[src/logic/mac_stat_pkg.sv]
// Constants for the MAC error statistics counters.
// Assumes a 32-bit register port with byte addresses and one system clock.
package mac_stat_pkg;

   // ----------------------------------------------------------------
   // Widths and counter slots
   // ----------------------------------------------------------------
   localparam int ADDR_W     = 8;
   localparam int DATA_W     = 32;
   localparam int CNT_W      = 8;
   localparam int NUM_CNT    = 5;
   localparam int IDX_COLL   = 0;
   localparam int IDX_LATE   = 1;
   localparam int IDX_EXCESS = 2;
   localparam int IDX_JABBER = 3;
   localparam int IDX_UNDER  = 4;

   // ----------------------------------------------------------------
   // Register byte offsets
   // ----------------------------------------------------------------
   localparam logic [ADDR_W-1:0] OFS_COLL   = 8'h00;
   localparam logic [ADDR_W-1:0] OFS_LATE   = 8'h04;
   localparam logic [ADDR_W-1:0] OFS_EXCESS = 8'h08;
   localparam logic [ADDR_W-1:0] OFS_JABBER = 8'h0c;
   localparam logic [ADDR_W-1:0] OFS_UNDER  = 8'h10;
   localparam logic [ADDR_W-1:0] OFS_NETCFG = 8'h14;
   localparam logic [ADDR_W-1:0] OFS_STATUS = 8'h18;
   localparam logic [ADDR_W-1:0] OFS_MASK   = 8'h1c;

   // ----------------------------------------------------------------
   // Reset values and field positions
   // ----------------------------------------------------------------
   localparam logic [CNT_W-1:0]   CNT_RESET    = 8'h00;
   localparam logic [NUM_CNT-1:0] STATUS_RESET = 5'h00;
   localparam logic [NUM_CNT-1:0] MASK_RESET   = 5'h00;
   localparam logic               BIG_RESET    = 1'b0;
   localparam int                 CFG_BIG_BIT  = 8;

   // ----------------------------------------------------------------
   // Frame and collision limits
   // ----------------------------------------------------------------
   localparam logic [15:0] SLOT_BITS      = 16'h0200;
   localparam logic [15:0] MAX_FRAME_STD  = 16'h05ee;
   localparam logic [15:0] MAX_FRAME_BIG  = 16'h0600;
   localparam logic [15:0] MIN_FRAME      = 16'h0040;
   localparam logic [4:0]  MAX_COLLISIONS = 5'h10;

endpackage

[src/logic/stat_links.sv]
// Interfaces between the statistics top and its counter and retry modules.
// Assumes all parties run on the same system clock.
`timescale 1ns/1ns
`default_nettype none

// Counter slot: increment, software load and current value
interface stat_if;
   logic       inc;
   logic       wr;
   logic [7:0] wdata;
   logic [7:0] value;
   modport ctr   (input inc, input wr, input wdata, output value);
   modport owner (output inc, output wr, output wdata, input value);
endinterface // stat_if

// Retry tracker: collision report in, late and abandon pulses out
interface retry_if;
   logic        frame_start;
   logic        collision;
   logic [15:0] bit_count;
   logic        late;
   logic        excess;
   modport trk   (input frame_start, input collision, input bit_count,
                  output late, output excess);
   modport owner (output frame_start, output collision, output bit_count,
                  input late, input excess);
endinterface // retry_if

`default_nettype wire

[src/logic/mac_error_statistics_counters.sv]
// Ethernet MAC error statistics: collision, late, excessive collision,
// jabber and undersize tallies with sticky event status and interrupt.
// Assumes frame events are single-cycle pulses from the MAC paths and
// that software uses the plain register port synchronous to sys_clk_i.
//
// Behaviour
// - Late-collision tally counts frames colliding after 512 bit times.
// - A late collision also advances the ordinary collision tally.
// - Excessive-collision tally counts frames abandoned after 16 collisions.
// - Jabber tally: errored frames over 1518 bytes, or 1536 with bit 8.
// - Undersize tally: error-free frames shorter than 64 bytes.
// - Transmitter abandons a frame and flags error after 16 collided attempts.
//
// The register addresses and strobed register access were chosen for this implementation.
`timescale 1ns/1ns
`default_nettype none

module mac_error_statistics_counters
(
   // Clock and reset
   input  wire logic        sys_clk_i,
   input  wire logic        rst_n_i,
   // Register port
   input  wire logic [7:0]  reg_addr_i,
   input  wire logic [31:0] reg_wdata_i,
   input  wire logic        reg_wr_i,
   input  wire logic        reg_rd_i,
   output logic      [31:0] reg_rdata_o,
   // Transmit path events
   input  wire logic        tx_frame_start_i,
   input  wire logic        tx_collision_i,
   input  wire logic [15:0] tx_bit_count_i,
   output logic             tx_abort_o,
   // Receive path events
   input  wire logic        rx_frame_end_i,
   input  wire logic [15:0] rx_length_i,
   input  wire logic        rx_crc_err_i,
   input  wire logic        rx_align_err_i,
   input  wire logic        rx_symbol_err_i,
   // Interrupt
   output logic             irq_o
);

   // ----------------------------------------------------------------
   // Declarations
   // ----------------------------------------------------------------
   // Counter increment, load and value
   logic [mac_stat_pkg::NUM_CNT-1:0] cnt_inc;
   logic [mac_stat_pkg::NUM_CNT-1:0] cnt_wr;
   logic [7:0]                       cnt_val [mac_stat_pkg::NUM_CNT];

   // Sticky status, mask and long-frame option
   logic [mac_stat_pkg::NUM_CNT-1:0] status;
   logic [mac_stat_pkg::NUM_CNT-1:0] next_status;
   logic [mac_stat_pkg::NUM_CNT-1:0] mask;
   logic [mac_stat_pkg::NUM_CNT-1:0] next_mask;
   logic                             big_frame;
   logic                             next_big_frame;

   // Registered outputs
   logic [31:0]                      next_rdata;
   logic                             next_irq;
   logic                             next_abort;

   // Receive frame checks
   logic                             rx_any_err;
   logic [15:0]                      rx_limit;
   logic                             jabber_hit;
   logic                             undersize_hit;

   // Tracker pulses
   logic                             late_pulse;
   logic                             excess_pulse;

   // ----------------------------------------------------------------
   // Transmit collision tracking
   // ----------------------------------------------------------------
   retry_if u_retry_if ();

   // Raw collision report goes straight to the tracker
   assign u_retry_if.frame_start = tx_frame_start_i;
   assign u_retry_if.collision   = tx_collision_i;
   assign u_retry_if.bit_count   = tx_bit_count_i;
   assign late_pulse             = u_retry_if.late;
   assign excess_pulse           = u_retry_if.excess;

   tx_retry_tracker u_retry
   (
      .sys_clk_i (sys_clk_i),
      .rst_n_i   (rst_n_i),
      .port_if   (u_retry_if.trk)
   );

   // ----------------------------------------------------------------
   // Receive frame classification
   // ----------------------------------------------------------------
   // Any of the three receive faults disqualifies or qualifies a frame
   assign rx_any_err = rx_crc_err_i || rx_align_err_i || rx_symbol_err_i;

   // Long-frame option widens the jabber threshold
   assign rx_limit = big_frame ? mac_stat_pkg::MAX_FRAME_BIG
                               : mac_stat_pkg::MAX_FRAME_STD;

   // Frame-end checks, evaluated only on the end pulse
   assign jabber_hit    = rx_frame_end_i && (rx_length_i > rx_limit) && rx_any_err;
   assign undersize_hit = rx_frame_end_i && (rx_length_i < mac_stat_pkg::MIN_FRAME)
                          && !rx_any_err;

   // ----------------------------------------------------------------
   // Counter event and load routing
   // ----------------------------------------------------------------
   // Every collision, late ones included, feeds the ordinary tally
   always_comb
   begin
      cnt_inc                           = '0;
      cnt_inc[mac_stat_pkg::IDX_COLL]   = tx_collision_i;
      cnt_inc[mac_stat_pkg::IDX_LATE]   = late_pulse;
      cnt_inc[mac_stat_pkg::IDX_EXCESS] = excess_pulse;
      cnt_inc[mac_stat_pkg::IDX_JABBER] = jabber_hit;
      cnt_inc[mac_stat_pkg::IDX_UNDER]  = undersize_hit;
   end

   // Write decode per counter slot
   always_comb
   begin
      cnt_wr = '0;
      if (reg_wr_i)
      begin
         if (reg_addr_i == mac_stat_pkg::OFS_COLL)
            cnt_wr[mac_stat_pkg::IDX_COLL] = 1'b1;
         else if (reg_addr_i == mac_stat_pkg::OFS_LATE)
            cnt_wr[mac_stat_pkg::IDX_LATE] = 1'b1;
         else if (reg_addr_i == mac_stat_pkg::OFS_EXCESS)
            cnt_wr[mac_stat_pkg::IDX_EXCESS] = 1'b1;
         else if (reg_addr_i == mac_stat_pkg::OFS_JABBER)
            cnt_wr[mac_stat_pkg::IDX_JABBER] = 1'b1;
         else if (reg_addr_i == mac_stat_pkg::OFS_UNDER)
            cnt_wr[mac_stat_pkg::IDX_UNDER] = 1'b1;
      end
   end

   // ----------------------------------------------------------------
   // Counter slots
   // ----------------------------------------------------------------
   // Only the low byte is loaded; upper write bits are dropped
   generate
      for (genvar g = 0; g < mac_stat_pkg::NUM_CNT; g++)
      begin : g_cnt
         stat_if u_cnt_if ();

         assign u_cnt_if.inc   = cnt_inc[g];
         assign u_cnt_if.wr    = cnt_wr[g];
         assign u_cnt_if.wdata = reg_wdata_i[7:0];
         assign cnt_val[g]     = u_cnt_if.value;

         stat_counter u_cnt
         (
            .sys_clk_i (sys_clk_i),
            .rst_n_i   (rst_n_i),
            .port_if   (u_cnt_if.ctr)
         );
      end
   endgenerate

   // ----------------------------------------------------------------
   // Control, status and mask registers
   // ----------------------------------------------------------------
   // Set wins over clear so an event in a clearing cycle is kept
   always_comb
   begin
      next_status    = status;
      next_mask      = mask;
      next_big_frame = big_frame;
      if (reg_wr_i)
      begin
         if (reg_addr_i == mac_stat_pkg::OFS_STATUS)
            next_status = status & ~reg_wdata_i[mac_stat_pkg::NUM_CNT-1:0];
         else if (reg_addr_i == mac_stat_pkg::OFS_MASK)
            next_mask = reg_wdata_i[mac_stat_pkg::NUM_CNT-1:0];
         else if (reg_addr_i == mac_stat_pkg::OFS_NETCFG)
            next_big_frame = reg_wdata_i[mac_stat_pkg::CFG_BIG_BIT];
      end
      next_status = next_status | cnt_inc;
   end

   // Interrupt level from masked sticky events
   assign next_irq = |(next_status & next_mask);

   // Abandon flag to the transmitter
   assign next_abort = excess_pulse;

   // Status, mask, option and flag registers
   always_ff @(posedge sys_clk_i or negedge rst_n_i)
   begin
      if (!rst_n_i)
      begin
         status     <= mac_stat_pkg::STATUS_RESET;
         mask       <= mac_stat_pkg::MASK_RESET;
         big_frame  <= mac_stat_pkg::BIG_RESET;
         irq_o      <= 1'b0;
         tx_abort_o <= 1'b0;
      end
      else
      begin
         status     <= next_status;
         mask       <= next_mask;
         big_frame  <= next_big_frame;
         irq_o      <= next_irq;
         tx_abort_o <= next_abort;
      end
   end

   // ----------------------------------------------------------------
   // Read path
   // ----------------------------------------------------------------
   // Read data stand one cycle only; unmapped or idle cycles read zero
   always_comb
   begin
      next_rdata = 32'h0000_0000;
      if (reg_rd_i)
      begin
         if (reg_addr_i == mac_stat_pkg::OFS_COLL)
            next_rdata[7:0] = cnt_val[mac_stat_pkg::IDX_COLL];
         else if (reg_addr_i == mac_stat_pkg::OFS_LATE)
            next_rdata[7:0] = cnt_val[mac_stat_pkg::IDX_LATE];
         else if (reg_addr_i == mac_stat_pkg::OFS_EXCESS)
            next_rdata[7:0] = cnt_val[mac_stat_pkg::IDX_EXCESS];
         else if (reg_addr_i == mac_stat_pkg::OFS_JABBER)
            next_rdata[7:0] = cnt_val[mac_stat_pkg::IDX_JABBER];
         else if (reg_addr_i == mac_stat_pkg::OFS_UNDER)
            next_rdata[7:0] = cnt_val[mac_stat_pkg::IDX_UNDER];
         else if (reg_addr_i == mac_stat_pkg::OFS_NETCFG)
            next_rdata[mac_stat_pkg::CFG_BIG_BIT] = big_frame;
         else if (reg_addr_i == mac_stat_pkg::OFS_STATUS)
            next_rdata[mac_stat_pkg::NUM_CNT-1:0] = status;
         else if (reg_addr_i == mac_stat_pkg::OFS_MASK)
            next_rdata[mac_stat_pkg::NUM_CNT-1:0] = mask;
      end
   end

   // Read data register
   always_ff @(posedge sys_clk_i or negedge rst_n_i)
   begin
      if (!rst_n_i)
         reg_rdata_o <= 32'h0000_0000;
      else
         reg_rdata_o <= next_rdata;
   end
endmodule // mac_error_statistics_counters

`default_nettype wire

[src/logic/stat_counter.sv]
// One 8-bit statistics tally with software load.
// Assumes increment and write are single-cycle pulses.
`timescale 1ns/1ns
`default_nettype none

module stat_counter
(
   // Clock and reset
   input wire logic sys_clk_i,
   input wire logic rst_n_i,
   // Counter slot
   stat_if.ctr      port_if
);

   logic [7:0] next_value;

   // Load first, then count, so an event during a write is kept
   always_comb
   begin
      next_value = port_if.wr ? port_if.wdata : port_if.value;
      if (port_if.inc)
      begin
         next_value = 8'(next_value + 8'h01);
      end
   end

   // Counter register
   always_ff @(posedge sys_clk_i or negedge rst_n_i)
   begin
      if (!rst_n_i)
         port_if.value <= mac_stat_pkg::CNT_RESET;
      else
         port_if.value <= next_value;
   end
endmodule // stat_counter

`default_nettype wire

[src/logic/tx_retry_tracker.sv]
// Per-frame collision tracker: flags late collisions and retry exhaustion.
// Assumes one collision pulse per failed attempt, with bits sent so far.
`timescale 1ns/1ns
`default_nettype none

module tx_retry_tracker
(
   // Clock and reset
   input wire logic sys_clk_i,
   input wire logic rst_n_i,
   // Collision report
   retry_if.trk     port_if
);

   logic [4:0] tries;
   logic [4:0] next_tries;
   logic       next_late;
   logic       next_excess;

   // Attempt count; a new frame clears it before its own collision counts
   always_comb
   begin
      next_tries  = port_if.frame_start ? 5'h00 : tries;
      next_late   = port_if.collision && (port_if.bit_count >= mac_stat_pkg::SLOT_BITS);
      next_excess = 1'b0;
      if (port_if.collision)
      begin
         if (next_tries == 5'(mac_stat_pkg::MAX_COLLISIONS - 5'h01))
         begin
            next_excess = 1'b1;
            next_tries  = 5'h00;
         end
         else
         begin
            next_tries = 5'(next_tries + 5'h01);
         end
      end
   end

   // Tracker registers
   always_ff @(posedge sys_clk_i or negedge rst_n_i)
   begin
      if (!rst_n_i)
      begin
         tries          <= 5'h00;
         port_if.late   <= 1'b0;
         port_if.excess <= 1'b0;
      end
      else
      begin
         tries          <= next_tries;
         port_if.late   <= next_late;
         port_if.excess <= next_excess;
      end
   end
endmodule // tx_retry_tracker

`default_nettype wire

[config.mk]
export PLATFORM = sky130hd
export DESIGN_NAME = mac_error_statistics_counters
export DESIGN_NICKNAME = d
export VERILOG_FILES = /design/src/logic/mac_stat_pkg.sv /design/src/logic/stat_links.sv /design/src/logic/mac_error_statistics_counters.sv /design/src/logic/stat_counter.sv /design/src/logic/tx_retry_tracker.sv
export SDC_FILE = /design/constraint.sdc
export NUM_CORES = 1
export LEC_CHECK = 0
export ABC_AREA = 1
export BUFFER_PORTS_ARGS = -buffer_cell sky130_fd_sc_hd__buf_2
export CAP_MARGIN = 10
export CORE_AREA = 3 3 136 138
export DETAILED_ROUTE_END_ITERATION = 12
export DIE_AREA = 0 0 139 141
export SYNTH_ARGS = -nofsm -noshare
export SYNTH_HDL_FRONTEND = slang
export SYNTH_HIERARCHICAL = 1
export SYNTH_SLANG_ARGS = --single-unit
[constraint.sdc]
create_clock -name sys_clk_i -period 2 [get_ports sys_clk_i]
set_input_delay 0.3 -clock sys_clk_i [delete_from_list [all_inputs] [get_ports sys_clk_i]]
set_output_delay 0.3 -clock sys_clk_i [all_outputs]
set_load 0.02 [all_outputs]
==> metrics.md <==
| Metric | Value |
|---|---|
| Failing checks | `negative setup slack` |
| First-pass GRT wire length | `21300 um` |
| DRT Pass-1 Iters | `5` |
| Detailed Route WL | `12900 um` |
| Final period utilization | `102%` |
| Synth top cells by count | `nand2_1, inv_1, dfrtp_1` |
| VDD IR max | `0.677 mV` |
| DIE AREA | `19600 sq um` |
| CP Data Required Time | `2.24 ns` |
| Initial antenna violation count | `0` |
| Top FF cell, synth | `dfrtp_1` |
| Worst-margin pin slew | `0.509 ns` |
| Mapped Avg Cell Area | `7.59 sq um` |
| Core area | `17300 sq um` |
| Mapped cell area | `5370 sq um` |
| Status | `complete, but fails checks` |
| Worst slew margin | `66.1%` |
| RSZ-0062 raised after global routing | `yes` |
| # DRC | `0` |
| PwrDens | `824 nW/um^2` |
| Post-route ant nets | `0` |
| Vias in the first global route | `4415` |
| Inserted Diodes | `0` |
| Clk sink count | `69` |
| CTS buffer count | `9` |
| Top-count cell post-synth | `nand2_1` |
| All-layer global routing usage | `13.5%` |
| Seq/Total Area, Yosys | `32.1%` |
| Clock Tree Root | `clkbuf_16` |
| WP data arrival | `2.28 ns` |
| Iter 0 DRT Violations | `228` |
| IO Count | `116` |
| Clk_skew | `0.00485 ns` |
| Clk buf depth | `2` |
| Latest clock arrival within the worst-skew pair | `0.35 ns` |
| Cell area after layout | `6850 sq um` |
| Synth Warn # | `6` |
| Final core occ | `39.6%` |
| Flop2flop setup slack | `-0.04 ns` |
| Final Hold Violating Endpoints | `0` |
| Post-Route Setup TNS | `-0.0387 ns` |
| FP Rows | `48` |
| Synth cell types | `35` |
| # H-tree levels | `3` |
| Largest net degree at the start of global routing | `34` |
| Routability cong. | `0.799` |
| Area share of the largest cell type after synthesis | `32.1%` |
| Die height | `141 um` |
| Setup crit end kind | `register` |
| GRT overflow | `0` |
| Mapped Cells | `708` |
| Hold crit path type | `input pin to register` |
| Clock period minus worst slack | `2.04 ns` |
| Synthesis-to-finish area growth | `27.5%` |
| Post-layout nets | `940` |
| Worst Setup Start Kind | `register` |
| Share of post-route cells with drive strength above 1 | `34.3%` |
| I/O Buffers | `60` |
| Slew Viols, Final | `0` |
| Placement Cell Area | `6410 sq um` |
| Worst Path Class, Setup | `register to register` |
| Crit-path max FO | `7` |
| Die X-Extent | `139 um` |
| Final setup viols | `1` |
| Initial Utilization | `31.1%` |
| Leakage | `3.64 nW` |
| CTS tree | `yes` |
| FFs w/ async S/R, synth | `100%` |
| Final Power | `0.00564 W` |
| EDFF count, synth | `0` |
| Hpwl dp | `10300 um` |
| Max cap viols | `0` |
| Clock Pin Slew Worst Setup and Hold Paths | `0.06 ns` |
| #FFs+latches synth | `69` |
| Cell taking the most area after synthesis | `dfrtp_1` |
| Highest clock rate | `0.491 GHz` |
| Via-to-Cell Ratio | `4.24` |
| Slack of the critical path | `-0.0387 ns` |
| Ranking of synthesized cells by area | `dfrtp_1, nand2_1, inv_1` |
| Wire per inst | `12.0 um` |
| Vias post-DR | `4554` |
## path summary, 6_finish.rpt
path | from | endpoint | cells after the start
max | big_frame | g_cnt[3].u_cnt/port_if.value[6] | 15
min | reg_wdata_i[8] | big_frame | 3
max reg2reg | big_frame | g_cnt[3].u_cnt/port_if.value[6] | 15
min reg2reg | u_retry/tries[4] | u_retry/port_if.excess | 1
max in group asynchronous | rst_n_i | u_retry/tries[4] | 3
min in group asynchronous | rst_n_i | status[4] | 2
## worst max-delay path, cell delays in order (launching register included)
cell	delay, ns
dfrtp_2	0.50
buf_6	0.16
ha_4	0.24
nand4_1	0.07
nor2_1	0.14
nand2_1	0.06
nand2_1	0.07
nand3_2	0.08
inv_2	0.10
nand2_2	0.07
inv_2	0.07
nand2_4	0.05
nor2_4	0.14
nand2_2	0.07
nand3_2	0.06
nand2_1	0.04
## registers in the layout, indices dropped and copies added (netlist names)
name	cells
mask	5
u_retry/port_if.late	1
g_cnt.u_cnt/port_if.value	40
u_retry/port_if.excess	1
reg_rdata_o	9
u_retry/tries	5
big_frame	1
status	5
tx_abort_o	1
irq_o	1
## final cells by class
class                      instances  area [sq um]
sequential                        69          1730
tap                              225           282
timing repair buffer             134           878
fill                            1805         10400
multi-input combinational        501          3120
clock inverter                     6          47.5
inverter                         129           551
clock buffer                      10           239
## layout by cell type (no fill, tap or decap), drive strengths merged
cell type / synthesis / layout
a31oi: 6 / 6
nand3: 60 / 60
buf: 31 / 133
nor2: 82 / 82
nor4: 1 / 1
xor2: 6 / 6
dlygate4sd3: 0 / 1
inv: 129 / 130
dfrtp: 69 / 69
or2: 5 / 5
nor3: 3 / 3
a21oi: 14 / 14
nor3b: 1 / 1
o31ai: 1 / 1
nand4: 9 / 9
xnor2: 11 / 11
nand2: 229 / 229
conb: 1 / 23
clkinvlp: 0 / 1
o211ai: 1 / 1
ha: 14 / 14
clkbuf: 0 / 10
nand3b: 1 / 1
o22ai: 4 / 4
o21ai: 30 / 30
clkinv: 0 / 4
## metal layers
layer / GRT usage [%] / up-vias / routed length [um]
met5: 0 / - / 0
met1: 17.6 / 2050 / 5810
met3: 3.09 / 8 / 587
li1: - / 2402 / -
met2: 22.8 / 94 / 6320
met4: 3.40 / 0 / 150
## logic make-up (layout without fill, tap and decap cells)
family                   Yosys count  count (layout)  synth area share (%)
AO/OA/AOI/OAI                     56              56                  7.01
XOR/XNOR                          17              17                  2.77
adder cells (fa/ha/maj)           14              14                  3.26
buffers and inverters            160             279                  14.3
flip-flops                        69              69                  32.1
other                              1              23                0.0698
AND/OR/NAND/NOR                  391             391                  40.5
## power by group
group / switching (W) / internal, W
combinational: 0.00122 / 0.000962
clock: 0.000662 / 0.000881
sequential: 0.000229 / 0.00168
## repair_timing
action / CTS / global route
buffers inserted: 0 / 3
pin swaps: 0 / 7
hold endpoints to repair: 18 / 0
gates resized for setup: 3 / 20
endpoints found under the setup margin: 6 / 6
hold buffers: 1 / 0
## stage by stage
step	instances	hold slack [ns]	setup WS (ns)
3_3_place_gp	1054	0.302	-0.150
2_1_floorplan	730	0.00441	-0.0781
5_1_grt	1074	0.210	-0.176
6_report	1074	0.164	-0.0387
4_1_cts	1071	0.162	-0.0302
3_5_place_dp	1054	0.305	-0.161
No activity file was read; power rests on OpenSTA's default activity.
